$ cat config.mk
export PLATFORM = sky130hd
export DESIGN_NAME = hszc_top
export DESIGN_NICKNAME = d
export VERILOG_FILES = /design/src/hw/hszc_pkg.sv /design/src/hw/hszc_zone.sv /design/src/hw/hszc_alloc.sv /design/src/hw/hszc_top.sv
export VERILOG_INCLUDE_DIRS = /design/src /design/src/hw
export SDC_FILE = /design/constraint.sdc
export NUM_CORES = 1
export LEC_CHECK = 0
export ABC_AREA = 1
export BUFFER_PORTS_ARGS = -buffer_cell sky130_fd_sc_hd__buf_2
export CAP_MARGIN = 40
export CELL_PAD_IN_SITES_DETAIL_PLACEMENT = 1
export CELL_PAD_IN_SITES_GLOBAL_PLACEMENT = 2
export CORE_AREA = 2 2 343 345
export DETAILED_ROUTE_END_ITERATION = 16
export DIE_AREA = 0 0 345 347
export PLACE_DENSITY = 0.64
export SLEW_MARGIN = 25
export SYNTH_ARGS = -nofsm -noshare
export SYNTH_HDL_FRONTEND = slang
export SYNTH_SLANG_ARGS = --single-unit
export TNS_END_PERCENT = 50
$ cat constraint.sdc
create_clock -name i_clk_sys -period 6.15 [get_ports i_clk_sys]
set_input_delay 1.5375 -clock i_clk_sys [delete_from_list [all_inputs] [get_ports i_clk_sys]]
set_output_delay 1.5375 -clock i_clk_sys [all_outputs]
set_load 0.01 [all_outputs]
$ cat src/hw/hszc_defs.svh
// Constants of the high speed zone compare block
`ifndef HSZC_DEFS_SVH
`define HSZC_DEFS_SVH

// ------------------------------------------------------------
// Counts and widths
// ------------------------------------------------------------
`define HSZC_SW_SLOTS       6
`define HSZC_HW_GROUPS      2
`define HSZC_SLOTS          8
`define HSZC_GRP_COMPS      4
`define HSZC_CNT_W          32
`define HSZC_CNT_ID_W       4

// ------------------------------------------------------------
// Counter identities and comparator masks
// ------------------------------------------------------------
`define HSZC_FIRST_SW_CNT   4'h0
`define HSZC_PAIR_FULL      4'hc
`define HSZC_PAIR_REDUCED   4'h3
`define HSZC_AVAIL_FULL     4'hf
`define HSZC_AVAIL_REDUCED  4'h3

// ------------------------------------------------------------
// Result codes and reset values
// ------------------------------------------------------------
`define HSZC_RES_RST        3'h0
`define HSZC_RES_BELOW      3'h1
`define HSZC_RES_WITHIN     3'h2
`define HSZC_RES_ABOVE      3'h4
`define HSZC_MASK_RST       4'h0
`define HSZC_SLOT_RST       6'h00

`endif

$ cat src/hw/hszc_pkg.sv
// Types shared by the high speed zone compare block
`default_nettype none

package hszc_pkg;

  // Destination class of the three result devices
  typedef enum logic [1:0] {
    hszc_kind_fast  = 2'h0,
    hszc_kind_relay = 2'h1,
    hszc_kind_slow  = 2'h2
  } hszc_kind_t;

endpackage

`default_nettype wire

$ cat src/hw/hszc_zone.sv
// One zone comparator with three result devices
`include "hszc_defs.svh"
`default_nettype none

module hszc_zone (
  input  wire logic                           i_clk_sys,
  input  wire logic                           i_reset_n,
  input  wire logic                           i_ce,
  input  wire logic                           i_en,
  input  wire logic signed [`HSZC_CNT_W-1:0]  i_count,
  input  wire logic signed [`HSZC_CNT_W-1:0]  i_lower,
  input  wire logic signed [`HSZC_CNT_W-1:0]  i_upper,
  input  wire logic [1:0]                     i_kind,
  input  wire logic                           i_scan_end,
  output logic [2:0]                          o_res,
  output logic                                o_bound_err
);

  typedef struct packed {
    logic [2:0] res;
    logic       bound_err;
  } hszc_zone_st_t;

  hszc_zone_st_t st;
  hszc_zone_st_t next_st;
  logic [2:0]    zone_val;
  logic          immediate;

  // ------------------------------------------------------------
  // Compare and update
  // ------------------------------------------------------------
  always_comb begin
    next_st   = st;
    immediate = (i_kind != hszc_pkg::hszc_kind_slow);
    if (i_count <= i_lower) begin
      zone_val = `HSZC_RES_BELOW;
    end else if (i_count <= i_upper) begin
      zone_val = `HSZC_RES_WITHIN;
    end else begin
      zone_val = `HSZC_RES_ABOVE;
    end
    // Bad bounds give no result rather than a wrong one
    next_st.bound_err = i_en && (i_lower > i_upper);
    if (!i_en || next_st.bound_err) begin
      next_st.res = `HSZC_RES_RST;
    end else if (immediate || i_scan_end) begin
      // Fast and relay kinds update every cycle; the slow kind only on i_scan_end
      next_st.res = zone_val;
    end
  end

  always_ff @(posedge i_clk_sys) begin
    if (!i_reset_n) begin
      st <= '{res: `HSZC_RES_RST, bound_err: 1'b0};
    end else if (i_ce) begin
      st <= next_st;
    end
  end

  assign o_res       = st.res;
  assign o_bound_err = st.bound_err;
endmodule

`default_nettype wire

$ cat src/hw/hszc_alloc.sv
// Hardware comparator allocation for one counter group
`include "hszc_defs.svh"
`default_nettype none

module hszc_alloc (
  input  wire logic       i_clk_sys,
  input  wire logic       i_reset_n,
  input  wire logic       i_ce,
  input  wire logic       i_reduced,
  input  wire logic       i_zone_req,
  input  wire logic [3:0] i_point_req,
  output logic            o_zone_grant,
  output logic            o_zone_err,
  output logic [3:0]      o_point_grant,
  output logic [3:0]      o_point_err
);

  typedef struct packed {
    logic       zone_hold;
    logic       zone_err;
    logic [3:0] point_hold;
    logic [3:0] point_err;
  } hszc_alloc_st_t;

  hszc_alloc_st_t st;
  hszc_alloc_st_t next_st;
  logic [3:0]     pair;
  logic [3:0]     avail;
  logic [3:0]     pt_new;
  logic           zone_ok;

  // ------------------------------------------------------------
  // Claim logic
  // ------------------------------------------------------------
  always_comb begin
    next_st = st;
    pair  = i_reduced ? `HSZC_PAIR_REDUCED : `HSZC_PAIR_FULL;
    avail = i_reduced ? `HSZC_AVAIL_REDUCED : `HSZC_AVAIL_FULL;
    // A held pair keeps point compares off it
    pt_new = i_point_req & ~st.point_hold & avail
             & ~(st.zone_hold ? pair : `HSZC_MASK_RST);
    // Absent comparators drop any point hold left from the full variant
    next_st.point_hold = ((i_point_req & st.point_hold) | pt_new)
                         & avail;
    // Same-cycle tie goes to the point compare
    zone_ok = i_zone_req && (st.zone_hold
              || ((next_st.point_hold & pair) == `HSZC_MASK_RST));
    next_st.zone_hold = zone_ok;
    next_st.zone_err  = i_zone_req && !zone_ok;
    next_st.point_err = i_point_req & ~next_st.point_hold;
  end

  always_ff @(posedge i_clk_sys) begin
    if (!i_reset_n) begin
      st <= '{zone_hold: 1'b0, zone_err: 1'b0,
              point_hold: `HSZC_MASK_RST, point_err: `HSZC_MASK_RST};
    end else if (i_ce) begin
      st <= next_st;
    end
  end

  assign o_zone_grant  = st.zone_hold;
  assign o_zone_err    = st.zone_err;
  assign o_point_grant = st.point_hold;
  assign o_point_err   = st.point_err;
endmodule

`default_nettype wire

$ cat src/hw/hszc_top.sv
// High speed zone compare: software slots and hardware groups
`include "hszc_defs.svh"
`default_nettype none

module hszc_top (
  // Clock, reset and enable
  input  wire logic                        i_clk_sys,
  input  wire logic                        i_reset_n,
  input  wire logic                        i_ce,
  // Variant strap pin, high on the reduced variant
  input  wire logic                        i_reduced_strap,
  // One-cycle pulse at the end of each program scan
  input  wire logic                        i_scan_end,
  // Software zone slots
  input  wire logic [`HSZC_SW_SLOTS-1:0]   i_sw_en,
  input  wire logic [`HSZC_SW_SLOTS-1:0][`HSZC_CNT_ID_W-1:0] i_sw_counter,
  input  wire logic [`HSZC_SW_SLOTS-1:0][`HSZC_CNT_W-1:0]    i_sw_count,
  input  wire logic [`HSZC_SW_SLOTS-1:0][`HSZC_CNT_W-1:0]    i_sw_lower,
  input  wire logic [`HSZC_SW_SLOTS-1:0][`HSZC_CNT_W-1:0]    i_sw_upper,
  input  wire logic [`HSZC_SW_SLOTS-1:0][1:0]                i_sw_kind,
  // Hardware groups
  input  wire logic [`HSZC_HW_GROUPS-1:0]  i_hw_zone_req,
  input  wire logic [`HSZC_HW_GROUPS-1:0][`HSZC_CNT_W-1:0]   i_hw_count,
  input  wire logic [`HSZC_HW_GROUPS-1:0][`HSZC_CNT_W-1:0]   i_hw_lower,
  input  wire logic [`HSZC_HW_GROUPS-1:0][`HSZC_CNT_W-1:0]   i_hw_upper,
  input  wire logic [`HSZC_HW_GROUPS-1:0][1:0]               i_hw_kind,
  input  wire logic [`HSZC_HW_GROUPS-1:0][3:0]               i_point_req,
  // Results: slots 0..5 software, 6..7 hardware groups
  output logic [`HSZC_SLOTS-1:0][2:0]      o_res,
  output logic [`HSZC_SLOTS-1:0]           o_bound_err,
  output logic [`HSZC_SW_SLOTS-1:0]        o_sw_cnt_err,
  output logic [`HSZC_HW_GROUPS-1:0]       o_zone_grant,
  output logic [`HSZC_HW_GROUPS-1:0]       o_zone_err,
  output logic [`HSZC_HW_GROUPS-1:0][3:0]  o_point_grant,
  output logic [`HSZC_HW_GROUPS-1:0][3:0]  o_point_err,
  output logic                             o_reduced
);

  // ------------------------------------------------------------
  // State
  // ------------------------------------------------------------
  typedef struct packed {
    logic                      strap_s1;
    logic                      strap_s2;
    logic                      reduced;
    logic [`HSZC_SW_SLOTS-1:0] cnt_err;
  } hszc_top_st_t;

  hszc_top_st_t st;
  hszc_top_st_t next_st;

  // Per-slot wiring into the comparator array
  logic [`HSZC_SLOTS-1:0]                  slot_en;
  logic [`HSZC_SLOTS-1:0][`HSZC_CNT_W-1:0] slot_count;
  logic [`HSZC_SLOTS-1:0][`HSZC_CNT_W-1:0] slot_lower;
  logic [`HSZC_SLOTS-1:0][`HSZC_CNT_W-1:0] slot_upper;
  logic [`HSZC_SLOTS-1:0][1:0]             slot_kind;
  logic [`HSZC_SW_SLOTS-1:0]               first_hit;

  // ------------------------------------------------------------
  // Strap capture and counter checks
  // ------------------------------------------------------------
  always_comb begin
    next_st = st;
    // Strap is a pin, so it is synchronised before use
    next_st.strap_s1 = i_reduced_strap;
    next_st.strap_s2 = st.strap_s1;
    next_st.reduced  = st.strap_s2;
    for (int i = 0; i < `HSZC_SW_SLOTS; i++) begin
      first_hit[i] = st.reduced
                     && (i_sw_counter[i] == `HSZC_FIRST_SW_CNT);
    end
    next_st.cnt_err = i_sw_en & first_hit;
  end

  always_ff @(posedge i_clk_sys) begin
    if (!i_reset_n) begin
      st <= '{strap_s1: 1'b0, strap_s2: 1'b0, reduced: 1'b0,
              cnt_err: `HSZC_SLOT_RST};
    end else if (i_ce) begin
      st <= next_st;
    end
  end

  assign o_reduced    = st.reduced;
  assign o_sw_cnt_err = st.cnt_err;

  // ------------------------------------------------------------
  // Slot wiring
  // ------------------------------------------------------------
  // Software slots are dedicated to zone compare, so point
  // compares never consume them.
  always_comb begin
    for (int i = 0; i < `HSZC_SW_SLOTS; i++) begin
      slot_en[i]    = i_sw_en[i] && !first_hit[i];
      slot_count[i] = i_sw_count[i];
      slot_lower[i] = i_sw_lower[i];
      slot_upper[i] = i_sw_upper[i];
      slot_kind[i]  = i_sw_kind[i];
    end
    for (int g = 0; g < `HSZC_HW_GROUPS; g++) begin
      // A hardware zone runs only once its pair is granted
      slot_en[`HSZC_SW_SLOTS+g]    = i_hw_zone_req[g]
                                     && o_zone_grant[g];
      slot_count[`HSZC_SW_SLOTS+g] = i_hw_count[g];
      slot_lower[`HSZC_SW_SLOTS+g] = i_hw_lower[g];
      slot_upper[`HSZC_SW_SLOTS+g] = i_hw_upper[g];
      slot_kind[`HSZC_SW_SLOTS+g]  = i_hw_kind[g];
    end
  end

  // ------------------------------------------------------------
  // Zone comparators
  // ------------------------------------------------------------
  // Each slot drives three adjacent result bits as one unit.
  genvar s;
  generate
    for (s = 0; s < `HSZC_SLOTS; s++) begin : g_zone
      hszc_zone u_zone (
        .i_clk_sys   (i_clk_sys),
        .i_reset_n   (i_reset_n),
        .i_ce        (i_ce),
        .i_en        (slot_en[s]),
        .i_count     (slot_count[s]),
        .i_lower     (slot_lower[s]),
        .i_upper     (slot_upper[s]),
        .i_kind      (slot_kind[s]),
        .i_scan_end  (i_scan_end),
        .o_res       (o_res[s]),
        .o_bound_err (o_bound_err[s])
      );
    end
  endgenerate

  // ------------------------------------------------------------
  // Hardware comparator groups
  // ------------------------------------------------------------
  genvar g;
  generate
    for (g = 0; g < `HSZC_HW_GROUPS; g++) begin : g_group
      hszc_alloc u_alloc (
        .i_clk_sys     (i_clk_sys),
        .i_reset_n     (i_reset_n),
        .i_ce          (i_ce),
        .i_reduced     (st.reduced),
        .i_zone_req    (i_hw_zone_req[g]),
        .i_point_req   (i_point_req[g]),
        .o_zone_grant  (o_zone_grant[g]),
        .o_zone_err    (o_zone_err[g]),
        .o_point_grant (o_point_grant[g]),
        .o_point_err   (o_point_err[g])
      );
    end
  endgenerate
endmodule

`default_nettype wire

==> results by group, run 1 <==
Run status
  – Status: finished, final reports clean

Hold path
  – Hold Path Cell Cnt: 2
  – Type of the worst min-delay path: reg2reg
  – Min-delay src: g_group[1].u_alloc.o_point_err[2]
  – Worst Hold Path EP: g_group[1].u_alloc.o_point_err[2]

Cells and area
  – Nets: 5,975
  – Final instance area: 29,180 sq um
  – Non-Filler Instances: around 5,900
  – Layout area overhead: 28.86%
  – Layout cells sized above 1: 21.88%
  – Number of fill cells in the layout: 14,910

Critical path
  – Startpoint Class: primary input
  – Reg2reg setup slack: 3990 ps
  – Number of cells on the worst reg-to-reg path: 8
  – Worst EP required: ~6500 ps
  – Max Fanout on Critical Path: 2
  – Worst Setup End Kind: flip-flop
  – Setup Crit Path Kind: in2reg
  – End of the worst register-to-register path: g_group[0].u_alloc.o_zone_err
  – Reg2reg start: g_group[0].u_alloc.o_zone_grant
  – CP Data Arrival Time: 3610 ps

CTS
  – CTS H-Tree Depth: 3
  – Worst-path clk slew: 60 ps
  – CTS tree: yes
  – CTS max path bufs: 2
  – Post-CTS resize count: 0
  – Clock sink count: 61
  – Hold Buf Count CTS: 0
  – Clk Latency, worst-skew pair: 370 ps
  – Post-CTS setup buffer count: 0
  – Clk root buf: clkbuf_16
  – Clock buffer count from CTS: 9

Global route
  – Gr usage total: ~18%
  – Initial antenna violation count: 43
  – First-pass GRT wire length: around 170,000 um
  – Gr ovfl total: 0
  – Vias in the first global route: ~27,000
  – Largest net degree at the start of global routing: 53

Yosys
  – Mapped Avg Cell Area: 6.465 sq um
  – Async set-or-reset flop fraction in the synthesized netlist: 0%
  – Ys flop type: dfxtp_1
  – Number of synthesized register bits: between 60 and 70
  – Synth cell types: 41
  – EDFF count, synth: 0
  – Mapped Nets: approximately 5,000
  – Gate Count Post-Synth: 3,503
  – Sequential area share after synthesis: 5.392%
  – Synth area leader: ha_1
  – Ys Warns: 0
  – Synthesized area: about 23,000 sq um
  – Top cell type's share of synthesized area: a little over two fifths
  – Synth top area cells: ha_1 42%, nand2_1 13%, inv_1 12%

Power and ir drop
  – Worst VDD drop: 0.08758 mV
  – Power per Cell Area: 96.36 nW/um^2
  – Post-route total power: roughly 2.8 mW
  – Lkg Pwr: 17.66 nW

Timing
  – Fmax: 302.8 MHz
  – Final hold vios: 0
  – Slew Limit Headroom: 50.29%
  – Tightest Pin Transition: between 700 and 800 ps
  – RSZ-0062 raised after global routing: no
  – Final max-slew violation count: 0
  – Setup TNS Final: 0 ps
  – Final Skew: 7.782 ps
  – Final min period: approximately 3300 ps
  – Final worst-path cycle share: a little over half
  – Setup-failing EPs final: 0

Place
  – PortBufs: 887
  – Routability cong.: between 0.8 and 0.9
  – DP HPWL: roughly 110,000 um
  – Placed Instances: 5,891
  – Placed Area: 28,880 sq um

Route
  – DR DRC count: 0
  – Via count: 25,480
  – 1st-iter DRT viols: between 600 and 700
  – Per-cell routed wire length: approximately 19 um
  – Post-route ant nets: 0
  – Final WL: around 110,000 um
  – First drt pass iteration count: 4
  – Via/cell ratio: 4.306

Floorplanning
  – Core area: 115,700 sq um
  – Initial Util: 19.57%
  – Die Width: 345 um
  – FP Rows: approximately 130
  – Die area: 119,700 sq um
  – I/O pin count: 888
  – Die Ht: 347 um

Job
  – Max-cap violation count: 0
-- routing by layer --
layer	global-route usage, %	part of all wire [%]	vias to the layer above
met5	0	0.31	-
met4	2.667	1.1	48
met3	4.570	5.5	109
met2	35.05	52	512
met1	20.70	41	11500
li1	-	-	13300
-- synth_stat cells (9+ instances only) --
| library cell | number |
|---|---|
| nor2_1 | 287 |
| buf_4 | 16 |
| nor3_1 | 23 |
| nor3b_1 | 11 |
| a21oi_1 | 402 |
| o21a_1 | 44 |
| a21o_1 | 15 |
| nor4_2 | 11 |
| nand3_2 | 11 |
| nand3_1 | 68 |
| nand2_1 | 805 |
| ha_1 | 768 |
| nand4_1 | 77 |
| o21ai_0 | 117 |
| o21bai_1 | 16 |
| inv_1 | 697 |
| dfxtp_1 | 61 |
| nor2_2 | 9 |
-- cells in the final DEF, fill, tap and decap left out, types with 8 or more instances in the layout --
cell type / netlist / routed
buf_2: 1 / 886
nand2_1: 805 / 805
ha_1: 768 / 768
inv_1: 697 / 697
a21oi_1: 402 / 402
nor2_1: 287 / 287
o21ai_0: 117 / 117
nand4_1: 77 / 77
nand3_1: 68 / 68
dfxtp_1: 61 / 61
o21a_1: 44 / 44
nor3_1: 23 / 23
o21bai_1: 16 / 16
a21o_1: 15 / 15
nor4_2: 11 / 11
nor3b_1: 11 / 11
nand3_2: 11 / 11
diode_2: 0 / 10
nor2_2: 9 / 9
clkbuf_16: 0 / 9
and2_1: 8 / 8
nor4_1: 8 / 8
-- area by class of cell --
type | instances | area, sq um | area share (%)
flip-flops and latches | 61 | 1221 | 4.184
diodes | 10 | 25.02 | 0.08575
multi-input cells | 2713 | 18610 | 63.77
well taps | 1524 | 1907 | 6.534
repair buffers | 892 | 4512 | 15.46
inverters | 701 | 2631 | 9.016
clock inverters | 7 | 51.30 | 0.1758
clock buffers | 9 | 225.2 | 0.7717
-- cell families after synthesis --
family / after synthesis / share of synthesized area (%)
AND/OR/NAND/NOR: 1338 / 25.36
multiplexers: 1 / 0.04420
flip-flops: 61 / 5.392
adder cells (fa/ha/maj): 768 / 42.43
buffers and inverters: 729 / 12.43
AO/OA/AOI/OAI: 606 / 14.34
-- how the worst max path moves through the flow --
| stage | depth (start not counted) | slack (ps) | from | to |
|---|---|---|---|---|
| 2_1_floorplan | 13 | 3100 | i_sw_upper[127] | g_zone[3].u_zone.o_res[0] |
| 4_1_cts | 16 | 2850 | i_hw_upper[31] | g_zone[6].u_zone.o_res[2] |
| 3_3_place_gp | 14 | 2450 | i_hw_upper[31] | g_zone[6].u_zone.o_res[0] |
| 6_report | 17 | 2850 | i_sw_upper[43] | g_zone[1].u_zone.o_res[1] |
| 3_5_place_dp | 16 | 2430 | i_hw_upper[31] | g_zone[6].u_zone.o_res[2] |
| 5_1_grt | 17 | 2590 | i_sw_upper[47] | g_zone[1].u_zone.o_res[1] |
-- where the power goes --
part           leakage, nW  internal [mW]  switching [mW]  total [mW]
Combinational         17.0          0.760            1.10        1.86
Sequential           0.503          0.420          0.0183       0.438
Clock                0.120          0.273           0.243       0.517
Total                 17.7           1.45            1.36        2.81
-- registers in the layout, indices dropped and copies added, names as in the netlist --
register                       flops
g_zone.u_zone.o_res               24
g_group.u_alloc.o_point_err        8
g_group.u_alloc.o_point_grant      8
g_zone.u_zone.o_bound_err          8
o_sw_cnt_err                       6
g_group.u_alloc.o_zone_err         2
g_group.u_alloc.o_zone_grant       2
next_st                            2
o_reduced                          1
-- per-stage QoR --
step	setup slack [ps]	hold slack [ps]	utilization, %
after global routing	2588	501.3	25.20
final	2848	470.2	25.22
after floorplan	3103	445.7	-
after global placement	2448	452.4	24.91
after CTS	2847	473.5	25.19
after detailed placement	2432	456.1	24.96
-- critical path: stages --
cell,delay [ps]
buf_2,110
inv_1,70
ha_1,290
nand2_1,70
nor4_1,610
nand2_1,140
nand2_1,100
nand2_1,80
nand2_1,80
nand2_1,50
nand3_1,90
inv_1,40
nor2_1,80
nand2_1,60
nand2_1,60
nand2_1,40
nor2_1,100
No activity file was read; power rests on OpenSTA's default activity.
==> inputs of run 2 (changes only) <==
--- a/config.mk
+++ b/config.mk
@@ -11,10 +11,10 @@
 export CAP_MARGIN = 40
 export CELL_PAD_IN_SITES_DETAIL_PLACEMENT = 1
 export CELL_PAD_IN_SITES_GLOBAL_PLACEMENT = 2
-export CORE_AREA = 2 2 343 345
+export CORE_AREA = 2 2 346 348
 export DETAILED_ROUTE_END_ITERATION = 16
-export DIE_AREA = 0 0 345 347
-export PLACE_DENSITY = 0.64
+export DIE_AREA = 0 0 348 350
+export PLACE_DENSITY = 0.63
 export SLEW_MARGIN = 25
 export SYNTH_ARGS = -nofsm -noshare
 export SYNTH_HDL_FRONTEND = slang
==> constraint.sdc (replaced) <==
create_clock -name i_clk_sys -period 3.45 [get_ports i_clk_sys]
set_input_delay 0.8625 -clock i_clk_sys [delete_from_list [all_inputs] [get_ports i_clk_sys]]
set_output_delay 0.8625 -clock i_clk_sys [all_outputs]
set_load 0.01 [all_outputs]
==> run 2 against run 1 <==
  * Total power is 80% higher
  * Sequential power is 78% higher
  * Highest routed layer unchanged
  * Clock skew hardly changed
  * Via count is 0.51% higher
  * Critical endpoint is now g_zone[6].u_zone.o_res[2]
  * Critical path type unchanged
  * Register-to-register slack worse by 2700 ps
  * Largest power group unchanged
  * Non-clock buffer count is 7 higher
  * Worst setup slack worse by 2100 ps
  * Sequential share of layout area hardly changed
  * Global-route usage hardly changed
==> results by group, run 2 (synthesized netlist as in run 1, its figures left out) <==
Route
  – Final WL: 114,900 um
  – Post-route ant nets: 0
  – Via count: between 20,000 and 30,000
  – Per-cell routed wire length: 19.34 um
  – Via/cell ratio: between 4 and 5
  – 1st-iter DRT viols: 712
  – First drt pass iteration count: 5
  – DR DRC count: 0

Cells and area
  – Number of fill cells in the layout: around 15,000
  – Final instance area: 29,240 sq um
  – Layout cells sized above 1: 22.00%
  – Register Area: between 1000 and 1500 sq um
  – Commonest non-fill, non-tap cell in the layout: buf_2
  – Multi-input logic area: 18,610 sq um
  – Max reg flops: 24
  – Commonest non-fill, non-tap cells in the layout: 885 x buf_2, 805 x nand2_1, 768 x ha_1
  – Util after Layout: 24.83%
  – Layout area overhead: 29.11%
  – Non-Filler Instances: 5,941
  – Nets: 5,982

CTS
  – CTS tree: yes
  – Post-CTS resize count: 0
  – Clk root buf: clkbuf_16
  – Clock sink count: 61
  – Worst-path clk slew: 60 ps
  – Post-CTS setup buffer count: 0
  – CTS max path bufs: 2
  – Clock buffer count from CTS: 9
  – CTS H-Tree Depth: 3
  – Hold Buf Count CTS: 0
  – Clk Latency, worst-skew pair: roughly 380 ps

Global route
  – Gr usage total: between 10% and 20%
  – Initial antenna violation count: 54
  – Gr ovfl total: 0
  – First-pass GRT wire length: 166,700 um
  – Largest net degree at the start of global routing: 36
  – Vias in the first global route: 27,150

Floorplanning
  – Die Width: 348 um
  – FP Rows: 126
  – I/O pin count: 888
  – Core area: 117,800 sq um
  – Die area: 121,800 sq um
  – Initial Util: between 15 and 20%
  – Die Ht: about 350 um

Timing
  – Fmax: 374.2 MHz
  – Slew Limit Headroom: between 40% and 50%
  – Final Skew: 8.251 ps
  – Final max-slew violation count: 0
  – Setup TNS Final: 0 ps
  – Final min period: 2672 ps
  – RSZ-0062 raised after global routing: no
  – Setup ws final: between 700 and 800 ps
  – Final hold vios: 0
  – Setup-failing EPs final: 0
  – Final worst-path cycle share: 77.45%
  – Tightest Pin Transition: 791.2 ps
  – Final hold slack: 467.6 ps

Place
  – DP HPWL: 108,600 um
  – Setup WS pre-CTS: around 460 ps
  – Placed Area: 28,920 sq um
  – Placed Instances: between 5,000 and 6,000
  – Routability cong.: 0.9062
  – PortBufs: 887

Critical path
  – Max Fanout on Critical Path: 6
  – Worst Setup End Kind: flip-flop
  – Worst EP required: 3720 ps
  – CP Data Arrival Time: 2950 ps
  – Reg2reg setup slack: 1260 ps
  – Startpoint Class: primary input
  – Setup Crit Path Kind: in2reg

Power and ir drop
  – Lkg Pwr: around 18 nW
  – Post-route total power: around 5.1 mW
  – Power per Cell Area: 173.6 nW/um^2
  – Worst VDD drop: 0.2520 mV

Job
  – Max-cap violation count: 0

Run status
  – Status: finished, final reports clean

Hold path
  – Type of the worst min-delay path: reg2reg
==> run 2: cell type report <==
cell class,instances,area share (%)
clock inverters,7,0.1968
well taps,1536,6.573
inverters,701,8.999
clock buffers,9,0.7702
diodes,15,0.1284
multi-input cells,2713,63.65
flip-flops and latches,61,4.176
repair buffers,899,15.51
==> run 2: power by group <==
part / internal [mW] / leakage [nW] / total (mW) / switching, mW
Sequential: 0.748 / 0.503 / 0.778 / 0.0297
Clock: 0.495 / 0.129 / 0.938 / 0.444
Combinational: 1.36 / 17.1 / 3.36 / 2.00
Total: 2.61 / 17.7 / 5.08 / 2.47
==> run 2: per-layer routing <==
layer / wire, um / vias up / global-route usage [%]
li1: - / 13320 / -
met1: 47950 / 11580 / 20.84
met2: 58600 / 536 / 34.60
met3: 6648 / 117 / 4.816
met4: 1280 / 60 / 2.642
met5: 390 / - / 0
==> run 2: worst max-delay path, stage by stage <==
cell and delay, ps:
buf_2 110, ha_1 310, a21oi_1 430, o21ai_0 300, nand2_1 140, nand3_1 70, nor2_1 150, nand2_1 70
nand2_1 90, nand3_2 80, nand3_2 80, nand2_4 70, nor2_1 130, nor2_1 50
==> run 2: worst paths after layout <==
check	cells after the start	to	from
setup / recovery	14	g_zone[6].u_zone.o_res[2]	i_hw_lower[27]
hold / removal	2	g_group[0].u_alloc.o_point_err[1]	g_group[0].u_alloc.o_point_err[1]
setup reg to reg	12	g_zone[3].u_zone.o_res[0]	o_reduced
hold reg to reg	2	g_group[0].u_alloc.o_point_err[1]	g_group[0].u_alloc.o_point_err[1]
